### src/inc/mfc_pkg.sv
`default_nettype none
package mfc_pkg;

  // Register offsets
  localparam logic [11:0] OFS_FLOW_CTRL   = 12'h01C;
  localparam logic [11:0] OFS_CNT_CTRL    = 12'h100;
  localparam logic [11:0] OFS_RSV_A       = 12'h10C;
  localparam logic [11:0] OFS_RSV_B       = 12'h110;
  localparam logic [11:0] OFS_LONG_FRAMES = 12'h120;
  localparam logic [11:0] OFS_RX_FRAMES   = 12'h200;

  // Field positions
  localparam int unsigned FCB_BIT    = 0;
  localparam int unsigned FCE_BIT    = 1;
  localparam int unsigned PT_LSB     = 16;
  localparam int unsigned PT_W       = 16;
  localparam int unsigned MXF_LSB    = 3;
  localparam int unsigned MXF_W      = 11;
  localparam int unsigned CC_RSV_BIT = 1;

  // Values after reset
  localparam logic [15:0] RST_PAUSE_DUR = 16'h0050;
  localparam logic        RST_FCE       = 1'b1;
  localparam logic [10:0] RST_MAX_FRAME = 11'h5E0;
  localparam logic        RST_CC_RSV    = 1'b0;
  localparam logic [31:0] RST_RSV_WORD  = 32'h00000000;
  localparam logic [31:0] RST_COUNTER   = 32'h00000000;

  // Timing: one pause slot is 512 bit times at 100 Mbit/s
  localparam int unsigned CLK_NS   = 20;
  localparam int unsigned SLOT_NS  = 5120;
  localparam int unsigned SLOT_CYC = (SLOT_NS + CLK_NS - 1) / CLK_NS;
  localparam logic [8:0]  SLOT_LAST = 9'(SLOT_CYC - 1);

  // Received frame event from the MAC receiver
  typedef struct packed {
    logic        frame_end;
    logic        is_pause;
    logic [15:0] quanta;
  } mfc_rx_evt_t;

  // Status from the MAC transmitter
  typedef struct packed {
    logic        in_frame;
    logic        frame_end;
    logic [15:0] frame_len;
    logic        pause_start;
    logic        pause_done;
  } mfc_tx_evt_t;

  // Pause frame transmit sequencer
  typedef enum logic [1:0] {
    MFC_IDLE = 2'b00,
    MFC_REQ  = 2'b01,
    MFC_SEND = 2'b11
  } mfc_state_t;

endpackage : mfc_pkg
`default_nettype wire

### src/hw/mfc_flow_ctrl.sv
// Summary of operation
// [RULE_01] Pause duration field goes into sent pause frames
// [RULE_02] Enabled flow control honours received pause frames
// [RULE_03] Writing busy bit one sends one pause
// [RULE_04] Busy bit clears after pause frame sent
// [RULE_05] Software waits for busy zero before requesting
// [RULE_06] Frames above maximum size count as long
// [RULE_07] Software writes one to control bit one
// [RULE_08] Software fills first reserved word with ones
// [RULE_09] Software fills second reserved word with ones
// [RULE_10] Received frame counter wraps, cleared by reset
// [RULE_11] Pause waits for current frame, resumes automatically
`timescale 1ns/1ps
`default_nettype none
module mfc_flow_ctrl (
  input  wire logic                clk_sys,
  input  wire logic                srst,
  input  wire logic                ce,
  input  wire logic [11:0]         reg_addr,
  input  wire logic [31:0]         reg_wdata,
  input  wire logic                reg_wr,
  input  wire logic                reg_rd,
  output logic      [31:0]         reg_rdata_ff,
  input  wire mfc_pkg::mfc_rx_evt_t rx_evt,
  input  wire mfc_pkg::mfc_tx_evt_t tx_evt,
  output logic                     tx_pause_req_ff,
  output logic      [15:0]         tx_pause_time_ff,
  output logic                     tx_hold_ff,
  output logic                     long_frame_ff
);

  function automatic logic hit(input logic [11:0] a, input logic [11:0] ofs);
    hit = (a == ofs);
  endfunction : hit

  logic [15:0]         pause_dur_ff;
  logic                fce_ff;
  logic [10:0]         max_frame_ff;
  logic                cc_rsv_ff;
  logic [31:0]         rsv_a_ff;
  logic [31:0]         rsv_b_ff;
  logic [31:0]         rx_frames_ff;
  logic [31:0]         long_frames_ff;
  mfc_pkg::mfc_state_t state_ff;
  mfc_pkg::mfc_state_t nxt_state;
  logic                busy;
  logic                wr_flow;
  logic                start_req;
  logic                pause_load;
  logic                paused;
  logic                is_long;
  logic [31:0]         nxt_rdata;

  assign wr_flow   = reg_wr && hit(reg_addr, mfc_pkg::OFS_FLOW_CTRL);
  assign start_req = wr_flow && reg_wdata[mfc_pkg::FCB_BIT];
  assign busy      = (state_ff != mfc_pkg::MFC_IDLE);

  // Flow control register fields
  always_ff @(posedge clk_sys) begin
    if (srst) begin
      pause_dur_ff <= mfc_pkg::RST_PAUSE_DUR;
      fce_ff       <= mfc_pkg::RST_FCE;
    end else if (ce && wr_flow) begin
      pause_dur_ff <= reg_wdata[mfc_pkg::PT_LSB +: mfc_pkg::PT_W];
      fce_ff       <= reg_wdata[mfc_pkg::FCE_BIT];
    end
  end

  // Counter control register
  always_ff @(posedge clk_sys) begin
    if (srst) begin
      max_frame_ff <= mfc_pkg::RST_MAX_FRAME;
      cc_rsv_ff    <= mfc_pkg::RST_CC_RSV;
    end else if (ce && reg_wr && hit(reg_addr, mfc_pkg::OFS_CNT_CTRL)) begin
      max_frame_ff <= reg_wdata[mfc_pkg::MXF_LSB +: mfc_pkg::MXF_W];
      cc_rsv_ff    <= reg_wdata[mfc_pkg::CC_RSV_BIT]; // [RULE_07]
    end
  end

  // Reserved control words, plain storage
  always_ff @(posedge clk_sys) begin
    if (srst) begin
      rsv_a_ff <= mfc_pkg::RST_RSV_WORD;
    end else if (ce && reg_wr && hit(reg_addr, mfc_pkg::OFS_RSV_A)) begin
      rsv_a_ff <= reg_wdata; // [RULE_08]
    end
  end

  always_ff @(posedge clk_sys) begin
    if (srst) begin
      rsv_b_ff <= mfc_pkg::RST_RSV_WORD;
    end else if (ce && reg_wr && hit(reg_addr, mfc_pkg::OFS_RSV_B)) begin
      rsv_b_ff <= reg_wdata; // [RULE_09]
    end
  end

  // Pause frame transmit sequencer
  always_comb begin
    nxt_state = state_ff;
    case (state_ff)
      mfc_pkg::MFC_IDLE: begin
        if (start_req) begin
          nxt_state = mfc_pkg::MFC_REQ; // [RULE_03]
        end
      end
      mfc_pkg::MFC_REQ: begin
        if (tx_evt.pause_done) begin
          nxt_state = mfc_pkg::MFC_IDLE; // [RULE_04]
        end else if (tx_evt.pause_start) begin
          nxt_state = mfc_pkg::MFC_SEND;
        end
      end
      mfc_pkg::MFC_SEND: begin
        if (tx_evt.pause_done) begin
          nxt_state = mfc_pkg::MFC_IDLE; // [RULE_04]
        end
      end
      default: begin
        nxt_state = mfc_pkg::MFC_IDLE;
      end
    endcase
    // Request in the completion cycle is not lost
    if (tx_evt.pause_done && start_req) begin
      nxt_state = mfc_pkg::MFC_REQ; // [RULE_03] [RULE_05]
    end
  end

  always_ff @(posedge clk_sys) begin
    if (srst) begin
      state_ff <= mfc_pkg::MFC_IDLE;
    end else if (ce) begin
      state_ff <= nxt_state;
    end
  end

  // Pause request and duration toward the transmitter
  always_ff @(posedge clk_sys) begin
    if (srst) begin
      tx_pause_req_ff  <= 1'b0;
      tx_pause_time_ff <= mfc_pkg::RST_PAUSE_DUR;
    end else if (ce) begin
      tx_pause_req_ff  <= (nxt_state == mfc_pkg::MFC_REQ);
      tx_pause_time_ff <= pause_dur_ff; // [RULE_01]
    end
  end

  // Received pause frames load the hold timer
  assign pause_load = fce_ff && rx_evt.frame_end && rx_evt.is_pause; // [RULE_02]

  mfc_pause_timer u_timer (
    .clk_sys (clk_sys),
    .srst    (srst),
    .ce      (ce),
    .load    (pause_load),
    .quanta  (rx_evt.quanta),
    .paused  (paused)
  );

  // Hold only between frames, release when the timer expires
  always_ff @(posedge clk_sys) begin
    if (srst) begin
      tx_hold_ff <= 1'b0;
    end else if (ce) begin
      tx_hold_ff <= fce_ff && paused && (tx_hold_ff || !tx_evt.in_frame); // [RULE_02] [RULE_11]
    end
  end

  // Received frame counter, free running with wrap
  always_ff @(posedge clk_sys) begin
    if (srst) begin
      rx_frames_ff <= mfc_pkg::RST_COUNTER;
    end else if (ce && rx_evt.frame_end) begin
      rx_frames_ff <= rx_frames_ff + 32'h00000001; // [RULE_10]
    end
  end

  // Long transmitted frame classification
  assign is_long = tx_evt.frame_end && (tx_evt.frame_len > {5'h00, max_frame_ff});

  always_ff @(posedge clk_sys) begin
    if (srst) begin
      long_frames_ff <= mfc_pkg::RST_COUNTER;
      long_frame_ff  <= 1'b0;
    end else if (ce) begin
      long_frame_ff <= is_long; // [RULE_06]
      if (is_long) begin
        long_frames_ff <= long_frames_ff + 32'h00000001; // [RULE_06]
      end
    end
  end

  // Read data mux, unmapped offsets read zero
  always_comb begin
    nxt_rdata = 32'h00000000;
    if (hit(reg_addr, mfc_pkg::OFS_FLOW_CTRL)) begin
      nxt_rdata[mfc_pkg::PT_LSB +: mfc_pkg::PT_W] = pause_dur_ff;
      nxt_rdata[mfc_pkg::FCE_BIT] = fce_ff;
      nxt_rdata[mfc_pkg::FCB_BIT] = busy; // [RULE_03]
    end else if (hit(reg_addr, mfc_pkg::OFS_CNT_CTRL)) begin
      nxt_rdata[mfc_pkg::MXF_LSB +: mfc_pkg::MXF_W] = max_frame_ff;
      nxt_rdata[mfc_pkg::CC_RSV_BIT] = cc_rsv_ff;
    end else if (hit(reg_addr, mfc_pkg::OFS_RSV_A)) begin
      nxt_rdata = rsv_a_ff;
    end else if (hit(reg_addr, mfc_pkg::OFS_RSV_B)) begin
      nxt_rdata = rsv_b_ff;
    end else if (hit(reg_addr, mfc_pkg::OFS_LONG_FRAMES)) begin
      nxt_rdata = long_frames_ff;
    end else if (hit(reg_addr, mfc_pkg::OFS_RX_FRAMES)) begin
      nxt_rdata = rx_frames_ff;
    end
  end

  // Read data valid only in the cycle after the strobe
  always_ff @(posedge clk_sys) begin
    if (srst) begin
      reg_rdata_ff <= 32'h00000000;
    end else if (ce) begin
      reg_rdata_ff <= reg_rd ? nxt_rdata : 32'h00000000;
    end
  end

endmodule : mfc_flow_ctrl
`default_nettype wire

### src/hw/mfc_pause_timer.sv
`timescale 1ns/1ps
`default_nettype none
module mfc_pause_timer (
  input  wire logic        clk_sys,
  input  wire logic        srst,
  input  wire logic        ce,
  input  wire logic        load,
  input  wire logic [15:0] quanta,
  output logic             paused
);

  logic [8:0]  slot_cnt_ff;
  logic [15:0] quanta_cnt_ff;

  // Slot and quanta countdown; a new pause frame reloads, zero ends the pause
  always_ff @(posedge clk_sys) begin
    if (srst) begin
      slot_cnt_ff   <= 9'h000;
      quanta_cnt_ff <= 16'h0000;
    end else if (ce) begin
      if (load) begin
        slot_cnt_ff   <= 9'h000;
        quanta_cnt_ff <= quanta;
      end else if (quanta_cnt_ff != 16'h0000) begin
        if (slot_cnt_ff == mfc_pkg::SLOT_LAST) begin
          slot_cnt_ff   <= 9'h000;
          quanta_cnt_ff <= quanta_cnt_ff - 16'h0001;
        end else begin
          slot_cnt_ff <= slot_cnt_ff + 9'h001;
        end
      end
    end
  end

  assign paused = (quanta_cnt_ff != 16'h0000);

endmodule : mfc_pause_timer
`default_nettype wire

### config.mk
export PLATFORM = sky130hd
export DESIGN_NAME = mfc_flow_ctrl
export DESIGN_NICKNAME = d
export VERILOG_FILES = /design/src/inc/mfc_pkg.sv /design/src/hw/mfc_flow_ctrl.sv /design/src/hw/mfc_pause_timer.sv
export SDC_FILE = /design/constraint.sdc
export NUM_CORES = 1
export LEC_CHECK = 0
export BUFFER_PORTS_ARGS = -buffer_cell sky130_fd_sc_hd__buf_2
export CAP_MARGIN = 10
export CORE_MARGIN = 5
export CORE_UTILIZATION = 35
export CTS_CLUSTER_DIAMETER = 40
export DETAILED_ROUTE_END_ITERATION = 8
export SLEW_MARGIN = 40
export SYNTH_ARGS = -nofsm -noshare
export SYNTH_HDL_FRONTEND = slang
export SYNTH_SLANG_ARGS = --single-unit
### constraint.sdc
create_clock -name clk_sys -period 3.15 [get_ports clk_sys]
set_input_delay 0.4725 -clock clk_sys [delete_from_list [all_inputs] [get_ports clk_sys]]
set_output_delay 0.4725 -clock clk_sys [all_outputs]
set_load 0.005 [all_outputs]
---- After elaboration in Yosys (flattened, before gate mapping) ----
Index checks and enable logic that the tools add are counted.
word-level totals
  word-level logic and storage cells ...... 80
  register bits ........................... 235
  output and inout bits ................... 51
  input bits .............................. 87
operators by class
  reduce and logical (&&, ||, !) cells .... 24
  muxes and demuxes ....................... 25
  add/sub/neg operators ................... 4
  order comparisons ....................... 1
  equal/unequal tests ..................... 10
operator list
  kind                                                                     count
  32-bit two-way mux                                                       5
  32-bit by 1-bit adder with 32-bit output, second input constant          2
  16-bit two-way mux                                                       4
  12-bit by 9-bit equality test with 1-bit output, second input constant   4
  9-bit two-way mux                                                        3
  18-bit two-way mux                                                       1
  16-bit by 11-bit > comparator with 1-bit output                          1
  16-bit nonzero test                                                      1
  16-bit by 1-bit subtractor with 16-bit output, second input constant     1
  1-bit logical AND                                                        14
  14-bit two-way mux                                                       1
  12-bit by 10-bit equality test with 1-bit output, second input constant  1
  12-bit by 5-bit equality test with 1-bit output, second input constant   1
  2-bit two-way mux                                                        6
  11-bit two-way mux                                                       1
  9-bit by 1-bit adder with 9-bit output, second input constant            1
  9-bit by 8-bit equality test with 1-bit output, second input constant    1
  2-bit one-hot mux with 3 select lines                                    1
  2-bit nonzero test                                                       3
  2-bit by 1-bit equality test with 1-bit output, second input constant    2
  2-bit AND reduction                                                      2
  1-bit two-way mux                                                        3
  3-bit AND reduction                                                      1
  2-bit equality test, second input constant                               1
  other kinds (3)                                                          3

---- Depth between registers and ports, before layout ----
Gate-level depths: netlist of the first run.
  depth in word-level cells ............... 8
  depth in mapped cells ................... 10
  mapped depth without buffers ............ 8

---- Cells and area by module ----
Synthesis of the first run repeated with hierarchy kept, for this count alone.
second synthesis, totals
  cell total of the unflattened synthesis .. 1360
  area, all modules ....................... 10890.4 um^2
by module, submodules not included
  module           cells each  seq. area each (um^2)  times used  area each (um^2)
  mfc_flow_ctrl    1153        4204.0                 1           9331.4
  mfc_pause_timer  207         500.5                  1           1559.0

---- Worst setup path after synthesis of the first run ----
No wires, ideal clock.
  path type ............................... input port to flip-flop
  start ................................... in tx_evt[10] (netlist name)
  end ..................................... reg long_frames_ff[28]
  stages .................................. 9
  arrival time ............................ 2.261 ns
  required time ........................... 3.080 ns
  path slack .............................. 0.818 ns
  buffers on the path ..................... 2
  setup time .............................. 0.070 ns
  cell sequence ........................... ha_1 nand4_1 o31ai_1 a31o_2 clkbuf_1 a211o_1 clkbuf_1 or3_1 a21oi_1
on the way
  longest elaborated chain between the ends .. 3
ends and longest elaborated chain
  what                                             line                  text
  start, declared                                  mfc_flow_ctrl.sv:25   input wire mfc_pkg::mfc_tx_evt_t tx_evt,
  16-bit by 11-bit > comparator with 1-bit output  mfc_flow_ctrl.sv:178  assign is_long = tx_evt.frame_end && (tx_evt.frame_len > {5'h00, max_frame_ff});
  1-bit logical AND                                mfc_flow_ctrl.sv:178
  2-bit AND reduction (no source line)             --
  end signal, assigned                             mfc_flow_ctrl.sv:182  long_frames_ff <= mfc_pkg::RST_COUNTER;
  end signal, assigned                             mfc_flow_ctrl.sv:187  long_frames_ff <= long_frames_ff + 32'h00000001;
  end, declared                                    mfc_flow_ctrl.sv:43   logic [31:0] long_frames_ff;
No other way between the ends.
A chain may end at the register's enable or synchronous reset.

---- Worst setup path in the final report of the first run ----
  start ................................... reg max_frame_ff[9]
  end ..................................... reg long_frames_ff[11]
on the way
  longest elaborated chain between the ends .. 3
ends and longest elaborated chain
  what                                             line                  text
  start, declared                                  mfc_flow_ctrl.sv:38   logic [10:0] max_frame_ff;
  start signal, assigned                           mfc_flow_ctrl.sv:72   max_frame_ff <= mfc_pkg::RST_MAX_FRAME;
  start signal, assigned                           mfc_flow_ctrl.sv:75   max_frame_ff <= reg_wdata[mfc_pkg::MXF_LSB +: mfc_pkg::MXF_W];
  16-bit by 11-bit > comparator with 1-bit output  mfc_flow_ctrl.sv:178
  1-bit logical AND                                mfc_flow_ctrl.sv:178
  2-bit AND reduction (no source line)             --
No other way between the ends.

==> metrics, run 1 <==
run status completed; highest metal layer with signal wires met4; Via Count 10.46k; pre-CTS worst setup slack approximately 380 ps; Sequential Power Share 0.399; area of the die approximately 35000 um^2; Area growth, synth to finish 22.20%; proportion of total power due to net switching 0.2452; overall global routing resource usage 0.1951; total negative setup slack 0 ps; Detailed Route WL ~34000 um; number of resized instances in the post-cts repair step 0; standard-cell rows 64; count of unresolved DRC violations after routing 0; max-slew violation total from the final report 0; Final Hold Vio Count 0; leading cell type by number of instances after synthesis sky130_fd_sc_hd__nand2_1; initial antenna violation count 0; Final HPWL DP ~24000 um; Ys Warns 0; hold slack 217.6 ps; Arrival @ worst endpoint a little over 3000 ps; slowest library cell on the worst path sky130_fd_sc_hd__or4_1; count of inserted antenna diode cells 0; Worst setup EP type flip-flop; Synth top cells by count sky130_fd_sc_hd__nand2_1 (260), sky130_fd_sc_hd__dfxtp_1 (235), sky130_fd_sc_hd__a21oi_1 (173); clock edge transition at the registers on the reported setup and hold paths around 60 ps; vias in the first global route between 9k and 10k; mean post-synth cell area roughly 8 um^2; number of buffers between clock root and the deepest sink 3; clock latency reported for the late side of the worst-skew pair between 500 and 600 ps; sequential element share of the synthesized area 0.4333; Internal Power approximately 0.0057 W; peak clock frequency supported by timing 380.8 MHz; die boundary height 186.1 um; number of enable-type register cells in the synthesized netlist 0; maximum capacitance violations 0; detailed route wirelength on metal3 2334 um; Syn Std Cell Area around 11000 um^2; RSZ-0062 raised after global routing no; sw power 0.001860 W; # port buffers 137; Req. time, crit path approximately 3600 ps; die boundary width roughly 190 um; cell types with the largest area share after synthesis sky130_fd_sc_hd__dfxtp_1 (43%), sky130_fd_sc_hd__nand2_1 (9.0%), sky130_fd_sc_hd__a21oi_1 (8.0%); CP Launch Type flip-flop; unique cell type count in the Yosys netlist 69; count of buffers added by post-CTS timing repair for setup 0; worst-path fanout max 22; worst vdd rail ir drop 0.0003583 V; fraction of final layout cells with drive strength greater than 1 0.1742; Clock Root Buffer sky130_fd_sc_hd__clkbuf_16; proportion of power drawn by the clock network 0.526; portion of total power attributed to combinational logic 0.075; number of sinks handled by clock tree synthesis 235; cell taking the most area after synthesis sky130_fd_sc_hd__dfxtp_1; syn nets 1466; crit path kind flip-flop to flip-flop; number of DRC violations after detailed-routing iteration 0 between 900 and 1k; cts bufs inserted 34; smallest setup slack after layout ~520 ps; Final Net Count about 1.6k; Core Region about 31000 um^2; worst slew pin tran between 800 and 900 ps; post-synth top area share 0.4333; remaining antenna violation count 0; DR pass1 iterations 5; WL per Instance between 15 and 20 um; hold buffers post-CTS 0; num ports between 100 and 150; primary flip-flop cell chosen by synthesis mapping sky130_fd_sc_hd__dfxtp_1; number of vias per cell after detailed routing 5.490; gr ovfl total 0; leakage 4.796 nW; total length of routed met2 wires about 15000 um; Period minus WS final between 2000 and 3000 ps; ratio of final minimum period to clock period 0.8336; critical path cell sequence inv_1, ha_1, nand4_1, a211o_1, a21o_1, or4_1, a21oi_1; worst-case headroom to the max-slew limit 0.4566; TritonCTS clock tree built; final number of setup-violating endpoints 0; wire length on met1 15730 um; pin count of the biggest net entering global routing 178; final clock skew 11.42 ps; number of H-tree levels 2; share of async-settable or async-resettable flops after synthesis 0; power density normalized to cell area roughly 570 nW/um^2; final weighted congestion of routability-driven global placement between 0.8 and 0.9; post-synthesis instance total 1363; count of state elements after synthesis ~240; Worst Hold Class input pin to flip-flop; global-route wire length before repair 54030 um; Crit path largest cell delay 580 ps; starting density of the core 0.3549
-- power groups by stage --
stage / Sequential (W) / Clock [W] / Combinational [W]
after global placement: 0.00309 / 0 / 0.000553
after detailed placement: 0.00309 / 0 / 0.000558
after floorplan: 0.00308 / 0 / 0.000345
after CTS: 0.00303 / 0.00407 / 0.000561
final: 0.00303 / 0.00399 / 0.000571
after global routing: 0.00303 / 0.00420 / 0.000625
-- layout make-up --
cell class,count,area [um^2]
clock buffer,40,947.2
clock inverter,21,256.5
fill,3134,17320
inverter,25,93.84
multi-input combinational,1016,5769
sequential,235,4705
tap,396,495.5
timing repair buffer,173,999.7
-- kinds of logic (layout without fill, tap and decap cells) --
| group | Yosys count | count (layout) | share of synthesized area |
|---|---|---|---|
| fa+ha+maj | 16 | 16 | 0.01844 |
| flops | 235 | 235 | 0.4333 |
| compound gates | 390 | 390 | 0.2198 |
| buf+inv | 112 | 259 | 0.04103 |
| mux | 17 | 17 | 0.01579 |
| xor+xnor | 38 | 38 | 0.03066 |
| simple gates | 555 | 555 | 0.2410 |
-- worst max-delay path, delay by kind of cell, from the launching register on --
family | cells | cell delay (ps)
compound gates | 3 | 1080
flops | 1 | 370
fa+ha+maj | 1 | 280
buf+inv | 1 | 60
simple gates | 2 | 740
-- final timing paths --
kind / start / to / slack, ps / depth (start not counted)
worst min-delay path: reg_wdata[2] / rsv_b_ff[2]$_SDFFE_PP0P_ / 220 / 3
worst max register to register: max_frame_ff[9]$_SDFFE_PP0P_ / long_frames_ff[11]$_SDFFE_PP0P_ / 520 / 7
worst max-delay path: max_frame_ff[9]$_SDFFE_PP0P_ / long_frames_ff[11]$_SDFFE_PP0P_ / 520 / 7
worst min register to register: cc_rsv_ff$_SDFFE_PP0P_ / cc_rsv_ff$_SDFFE_PP0P_ / 450 / 2
-- registers in the layout, summed over array words and instances, names as in the netlist --
register               flops
max_frame_ff              11
rx_frames_ff              32
fce_ff                     1
u_timer.slot_cnt_ff        9
pause_dur_ff              16
cc_rsv_ff                  1
u_timer.quanta_cnt_ff     16
tx_pause_req_ff            1
reg_rdata_ff              32
state_ff                   2
long_frames_ff            32
rsv_a_ff                  32
tx_hold_ff                 1
rsv_b_ff                  32
long_frame_ff              1
tx_pause_time_ff          16
-- per-stage QoR --
stage,power [W],utilization,instances,cell area (um^2)
5_1_grt,0.007853,0.4337,1906,13270
3_5_place_dp,0.003649,0.3943,1845,12060
6_report,0.007588,0.4337,1906,13270
3_3_place_gp,0.003643,0.3942,1845,12060
4_1_cts,0.007655,0.4337,1906,13270
2_1_floorplan,0.003429,-,1363,10860
-- routing by layer --
metal | vias up | track usage
met2 | 350 | 0.3147
met4 | 0 | 0.06441
li1 | 5090 | -
met3 | 61 | 0.03303
met1 | 4963 | 0.2668
met5 | - | 0
-- cells in the final DEF, fill, tap and decap left out, types with 14 or more instances in the layout --
cell type	Yosys	final
sky130_fd_sc_hd__a21oi_1	173	173
sky130_fd_sc_hd__a22oi_1	45	45
sky130_fd_sc_hd__and3_1	15	15
sky130_fd_sc_hd__buf_2	5	136
sky130_fd_sc_hd__buf_4	5	33
sky130_fd_sc_hd__clkbuf_16	0	37
sky130_fd_sc_hd__dfxtp_1	235	235
sky130_fd_sc_hd__ha_1	16	16
sky130_fd_sc_hd__inv_1	25	25
sky130_fd_sc_hd__mux2i_1	16	16
sky130_fd_sc_hd__nand2_1	260	260
sky130_fd_sc_hd__nand3_1	38	38
sky130_fd_sc_hd__nand4_1	14	14
sky130_fd_sc_hd__nor2_1	120	118
sky130_fd_sc_hd__nor3_1	19	18
sky130_fd_sc_hd__o21ai_0	67	67
sky130_fd_sc_hd__o31ai_1	23	23
sky130_fd_sc_hd__or3_1	14	14
sky130_fd_sc_hd__or4_1	14	14
sky130_fd_sc_hd__xnor2_1	17	17
sky130_fd_sc_hd__xor2_1	21	21
No activity file was read; power rests on OpenSTA's default activity.
==> inputs of run 2 (changes only) <==
==> constraint.sdc (replaced) <==
create_clock -name clk_sys -period 2.5 [get_ports clk_sys]
set_input_delay 0.375 -clock clk_sys [delete_from_list [all_inputs] [get_ports clk_sys]]
set_output_delay 0.375 -clock clk_sys [all_outputs]
set_load 0.005 [all_outputs]
==> run 2 against run 1 <==
Core utilization is 1.0 points higher; flip-flop and latch count stayed put; clock skew is 5.6 ps higher; worst setup slack worse by 470 ps.
==> metrics, run 2 (same netlist as run 1, synthesis figures left out) <==
area of the die 34640 um^2 (unchanged); CP Launch Type flip-flop; fraction of final layout cells with drive strength greater than 1 0.1970 (+0.02284); number of DRC violations after detailed-routing iteration 0 882 (-3.6%); worst-case headroom to the max-slew limit 0.5883 (+0.1317); number of sinks handled by clock tree synthesis 235 (unchanged); final cell count without fillers 1936 (+1.6%); Period minus WS final 2442 ps (-184.1 ps); Via Count 10.63k (+1.6%); initial antenna violation count 2 (+2); fill cell count 3053 (-2.6%); Clock Root Buffer sky130_fd_sc_hd__clkbuf_16; most frequent cells in the layout sky130_fd_sc_hd__nand2_1 (259), sky130_fd_sc_hd__dfxtp_1 (233), sky130_fd_sc_hd__a21oi_1 (170); global-route wire length before repair 54770 um (+1.4%); power density normalized to cell area 703.2 nW/um^2 (+23%); Req. time, crit path 2940 ps (-630 ps); final weighted congestion of routability-driven global placement 0.9046 (+0.93%); starting density of the core 0.3549 (unchanged); Worst Hold Class input pin to flip-flop; run status completed; overall global routing resource usage 0.1971 (+0.002019); pre-CTS worst setup slack -48.94 ps (-424.3 ps); Internal Power 0.007057 W (+23%); worst reg2reg startpoint max_frame_ff[1]$_SDFFE_PP0P_; max-slew violation total from the final report 0 (unchanged); number of resized instances in the post-cts repair step 0 (unchanged); remaining antenna violation count 0 (unchanged); worst-case register-to-register setup slack 60 ps (-470 ps); Area growth, synth to finish 25.06%; num ports 138 (unchanged); die boundary width 186.1 um (unchanged); startpoint of the worst setup timing path max_frame_ff[1]$_SDFFE_PP0P_; leakage 4.939 nW (+3.0%); TritonCTS clock tree built; sw power 0.002490 W (+34%); ratio of final minimum period to clock period 0.9767 (+0.1431); Core Region 30590 um^2 (unchanged); smallest setup slack after layout 58.36 ps (-465.9 ps); maximum capacitance violations 0 (unchanged); crit path kind flip-flop to flip-flop; most common cell after layout, fill and taps aside sky130_fd_sc_hd__nand2_1; Final HPWL DP 24800 um (+3.0%); die boundary height 186.1 um (unchanged); Sequential Power Share 0.400 (about the same); slowest library cell on the worst path sky130_fd_sc_hd__a211o_1; proportion of power drawn by the clock network 0.519 (-0.007); vias in the first global route 9913 (+0.71%); worst slew pin tran 612.9 ps (-202.2 ps); critical path cell sequence inv_2, ha_4, nor2b_4, o211ai_1, a211o_1, buf_6, a211o_1, buf_6, or3_1, a21oi_2; worst vdd rail ir drop 0.0003993 V (+11%); peak clock frequency supported by timing 409.6 MHz (+7.5%); clock edge transition at the registers on the reported setup and hold paths 50 ps (about the same); multi-input combinational cell area 5828 um^2 (+1.0%); cts bufs inserted 36 (+5.9%); Crit path largest cell delay 410 ps (-170 ps); RSZ-0062 raised after global routing yes; number of H-tree levels 2 (unchanged); clock latency reported for the late side of the worst-skew pair 520 ps (about the same); DR pass1 iterations 6 (+1); Arrival @ worst endpoint 2880 ps (-170 ps); Worst setup EP type flip-flop; count of buffers added by post-CTS timing repair for setup 0 (unchanged); Final Net Count 1614 (+1.6%); cell count after placement 1869 (+1.3%); Final Hold Vio Count 0 (unchanged); standard-cell rows 64 (unchanged); pin count of the biggest net entering global routing 94 (-47%); final number of setup-violating endpoints 0 (unchanged); proportion of total power due to net switching 0.2608 (+0.01568); gr ovfl total 0 (unchanged); Detailed Route WL 34960 um (+1.5%); hold buffers post-CTS 0 (unchanged); Worst Hold Launch reg_wdata[9]; worst-path fanout max 6 (-73%); number of vias per cell after detailed routing 5.491 (about the same); count of unresolved DRC violations after routing 0 (unchanged); final clock skew 17.04 ps (+5.621 ps); number of buffers between clock root and the deepest sink 3 (unchanged); flip-flop and latch area 4707 um^2 (about the same); Final Core Density 0.4438 (+0.01014); # port buffers 137 (unchanged); WL per Instance 18.06 um (about the same); portion of total power attributed to combinational logic 0.081 (+0.006)
run 2: cell count changes in the layout (fill, tap and decap cells not counted), sizes merged:
cell and change:
clkinv +5, diode +2, inv +4, buf +24, clkbuf -2, clkinvlp -1
bufinv -2
run 2: stage by stage:
step | setup TNS [ps] | hold slack [ps] | cell area [um^2] | power (W)
after floorplan | 0 | 431.5 | 10860 | 0.004320
after global placement | -102.1 | 433.4 | 12290 | 0.004642
after detailed placement | -198.9 | 442.5 | 12290 | 0.004646
after CTS | 0 | 99.75 | 13490 | 0.009623
after global routing | -24.61 | 111.4 | 13580 | 0.009891
final | 0 | 113.7 | 13580 | 0.009547
run 2: metal layers:
metal / share of wire / vias to the layer above / track usage
met5: 0 / - / 0
met4: 0.021 / 0 / 0.05159
met3: 0.070 / 58 / 0.03361
met2: 0.46 / 331 / 0.3192
met1: 0.45 / 5083 / 0.2740
li1: - / 5158 / -
run 2: area by class of cell:
class                   count  share of cell area
diodes                      2           0.0003686
clock buffers              38             0.06764
clock inverters            27             0.02092
inverters                  25            0.006912
multi-input cells        1016              0.4293
flip-flops and latches    235              0.3467
well taps                 396             0.03649
repair buffers            197             0.09170
run 2: worst paths after layout:
path	endpoint	cells past startpoint
hold / removal	max_frame_ff[6]$_SDFFE_PP1P_	2
setup / recovery	long_frames_ff[16]$_SDFFE_PP0P_	10
setup reg to reg	long_frames_ff[16]$_SDFFE_PP0P_	10
hold reg to reg	cc_rsv_ff$_SDFFE_PP0P_	2
run 2: power groups by stage:
| stage | combinational [W] | sequential [W] | clock (W) |
|---|---|---|---|
| 6_report | 0.000774 | 0.00381 | 0.00496 |
| 4_1_cts | 0.000756 | 0.00381 | 0.00505 |
| 5_1_grt | 0.000845 | 0.00382 | 0.00523 |
| 3_5_place_dp | 0.000751 | 0.00389 | 0 |
| 3_3_place_gp | 0.000748 | 0.00389 | 0 |
| 2_1_floorplan | 0.000434 | 0.00389 | 0 |
run 2: critical path: cells and delay by family, from the launching register on:
kind	cells	cell delay, ps
simple gates	2	470
compound gates	4	950
flops	1	340
fa+ha+maj	1	260
buf+inv	3	360
==> inputs of run 3 (changes only) <==
--- a/config.mk
+++ b/config.mk
@@ -11,6 +11,7 @@
 export CORE_UTILIZATION = 35
 export CTS_CLUSTER_DIAMETER = 40
 export DETAILED_ROUTE_END_ITERATION = 8
+export RECOVER_POWER = 100
 export SLEW_MARGIN = 40
 export SYNTH_ARGS = -nofsm -noshare
 export SYNTH_HDL_FRONTEND = slang
==> run 3 against run 2 <==
Global-route usage stayed put; count of clock-buffer cells in the layout did not move; clock skew is 0.87 ps higher; first-iteration DRC count is 5.8% lower; critical endpoint is now long_frames_ff[14]$_SDFFE_PP0P_; largest cell class unchanged.
==> metrics, run 3 (same netlist as run 1, synthesis figures left out) <==
run status completed; final clock skew 17.91 ps (+0.8733 ps); Final HPWL DP 24800 um (unchanged); crit path kind flip-flop to flip-flop; Worst Hold Class input pin to flip-flop; worst-case headroom to the max-slew limit 0.1573 (-0.4310); Arrival @ worst endpoint 2880 ps (about the same); portion of total power attributed to combinational logic 0.081 (about the same); proportion of power drawn by the clock network 0.520 (about the same); number of buffers between clock root and the deepest sink 3 (unchanged); Detailed Route WL 34980 um (about the same); cts bufs inserted 36 (unchanged); final cell count without fillers 1935 (-0.052%); Area growth, synth to finish 23.99%; fraction of final layout cells with drive strength greater than 1 0.1632 (-0.03381); area of the die 34640 um^2 (unchanged); FF-to-FF path depth 10 (unchanged); num ports 138 (unchanged); most frequent cells in the layout sky130_fd_sc_hd__nand2_1 (259), sky130_fd_sc_hd__dfxtp_1 (233), sky130_fd_sc_hd__a21oi_1 (170); final instance area 13460 um^2 (-0.85%); starting density of the core 0.3549 (unchanged); fill cell count 3092 (+1.3%); worst slew pin tran 1264 ps (+651.2 ps); number of sinks handled by clock tree synthesis 235 (unchanged); global-route wire length before repair 54770 um (unchanged); cell area reported after detailed placement 12290 um^2 (unchanged); maximum capacitance violations 0 (unchanged); pin count of the biggest net entering global routing 94 (unchanged); worst-case register-to-register setup slack 40 ps (-20 ps); WL per Instance 18.08 um (+0.10%); Hold Crit Depth 2 (unchanged); Final Hold Vio Count 0 (unchanged); peak clock frequency supported by timing 406.8 MHz (-0.67%); number of resized instances in the post-cts repair step 0 (unchanged); hold buffers post-CTS 0 (unchanged); RSZ-0062 raised after global routing yes; worst reg2reg startpoint max_frame_ff[1]$_SDFFE_PP0P_; Final Net Count 1614 (unchanged); Via Count 10.58k (-0.45%); worst vdd rail ir drop 0.0003979 V (-0.36%); smallest setup slack after layout 41.94 ps (-16.42 ps); overall global routing resource usage 0.1971 (unchanged); wire length on met1 15780 um (-0.27%); leakage 4.750 nW (-3.8%); most common cell after layout, fill and taps aside sky130_fd_sc_hd__nand2_1; TritonCTS clock tree built; Sequential Power Share 0.400 (about the same); Clock Root Buffer sky130_fd_sc_hd__clkbuf_16; Period minus WS final 2458 ps (+16.42 ps); die boundary height 186.1 um (unchanged); highest metal layer with signal wires met4; initial antenna violation count 1 (-1); number of vias per cell after detailed routing 5.469 (-0.40%); startpoint of the worst setup timing path max_frame_ff[1]$_SDFFE_PP0P_; count of unresolved DRC violations after routing 0 (unchanged); total length of routed met2 wires 16000 um (+0.43%); worst hold path endpoint max_frame_ff[6]$_SDFFE_PP1P_; Worst Hold Launch reg_wdata[9]; number of DRC violations after detailed-routing iteration 0 831 (-5.8%); final number of setup-violating endpoints 0 (unchanged); ratio of final minimum period to clock period 0.9832 (+0.006567); final weighted congestion of routability-driven global placement 0.9046 (unchanged); count of buffers added by post-CTS timing repair for setup 0 (unchanged); Req. time, crit path 2930 ps (about the same); Final Core Density 0.4401 (-0.003763); clock edge transition at the registers on the reported setup and hold paths 50 ps (about the same); CP Launch Type flip-flop; worst-path fanout max 6 (unchanged); sw power 0.002491 W (about the same); remaining antenna violation count 0 (unchanged); detailed route wirelength on metal3 2509 um (+2.0%); die boundary width 186.1 um (unchanged); max-slew violation total from the final report 0 (unchanged); cell count after placement 1869 (unchanged); power density normalized to cell area 709.0 nW/um^2 (+0.83%); pre-CTS worst setup slack -48.94 ps (unchanged); vias in the first global route 9913 (unchanged); clock latency reported for the late side of the worst-skew pair 520 ps (about the same); standard-cell rows 64 (unchanged); DR pass1 iterations 7 (+1); Internal Power 0.007053 W (about the same); Worst setup EP type flip-flop; proportion of total power due to net switching 0.2610 (about the same); # port buffers 137 (unchanged); Core Region 30590 um^2 (unchanged); reg2reg end long_frames_ff[14]$_SDFFE_PP0P_; gr ovfl total 0 (unchanged); number of H-tree levels 2 (unchanged)
run 3: cell type report:
cell class                 instances  area, um^2  share of cell area
timing repair buffer             197        1160             0.08616
antenna                            1       2.502           0.0001859
clock inverter                    27       284.0             0.02110
multi-input combinational       1016        5801              0.4309
tap                              396       495.5             0.03681
inverter                          25       93.84            0.006971
sequential                       235        4707              0.3497
clock buffer                      38       918.4             0.06822
run 3: through the flow:
step	hold slack, ps	power (W)	setup TNS [ps]
final	112.0	0.009544	0
after global routing	111.4	0.009886	-36.22
after CTS	99.75	0.009623	0
after detailed placement	442.5	0.004646	-198.9
after global placement	433.4	0.004642	-102.1
after floorplan	431.5	0.004320	0
run 3: how the worst max path moves through the flow:
| stage | endpoint |
|---|---|
| after floorplan | long_frames_ff[28]$_SDFFE_PP0P_ |
| after global placement | long_frames_ff[11]$_SDFFE_PP0P_ |
| after detailed placement | long_frames_ff[11]$_SDFFE_PP0P_ |
| after CTS | long_frames_ff[25]$_SDFFE_PP0P_ |
| after global routing | long_frames_ff[16]$_SDFFE_PP0P_ |
| final | long_frames_ff[14]$_SDFFE_PP0P_ |
run 3: power groups by stage:
stage	combinational [W]	sequential, W	clock, W
finish	0.000770	0.00381	0.00496
global route	0.000840	0.00382	0.00523
CTS	0.000756	0.00381	0.00505
detailed placement	0.000751	0.00389	0
global placement	0.000748	0.00389	0
floorplan	0.000434	0.00389	0
run 3: critical path, stage by stage, from the launching register on:
cell	delay, ps
sky130_fd_sc_hd__dfxtp_2	340
sky130_fd_sc_hd__inv_2	50
sky130_fd_sc_hd__ha_4	260
sky130_fd_sc_hd__nor2b_4	120
sky130_fd_sc_hd__o211ai_1	100
sky130_fd_sc_hd__a211o_1	420
sky130_fd_sc_hd__buf_6	170
sky130_fd_sc_hd__a211o_1	330
sky130_fd_sc_hd__buf_6	140
sky130_fd_sc_hd__or3_1	300
sky130_fd_sc_hd__a21oi_1	150
run 3: per-layer routing:
layer / global-route usage / up-vias
li1: - / 5159
met1: 0.2740 / 5041
met2: 0.3192 / 328
met3: 0.03361 / 54
met4: 0.05159 / 0
met5: 0 / -
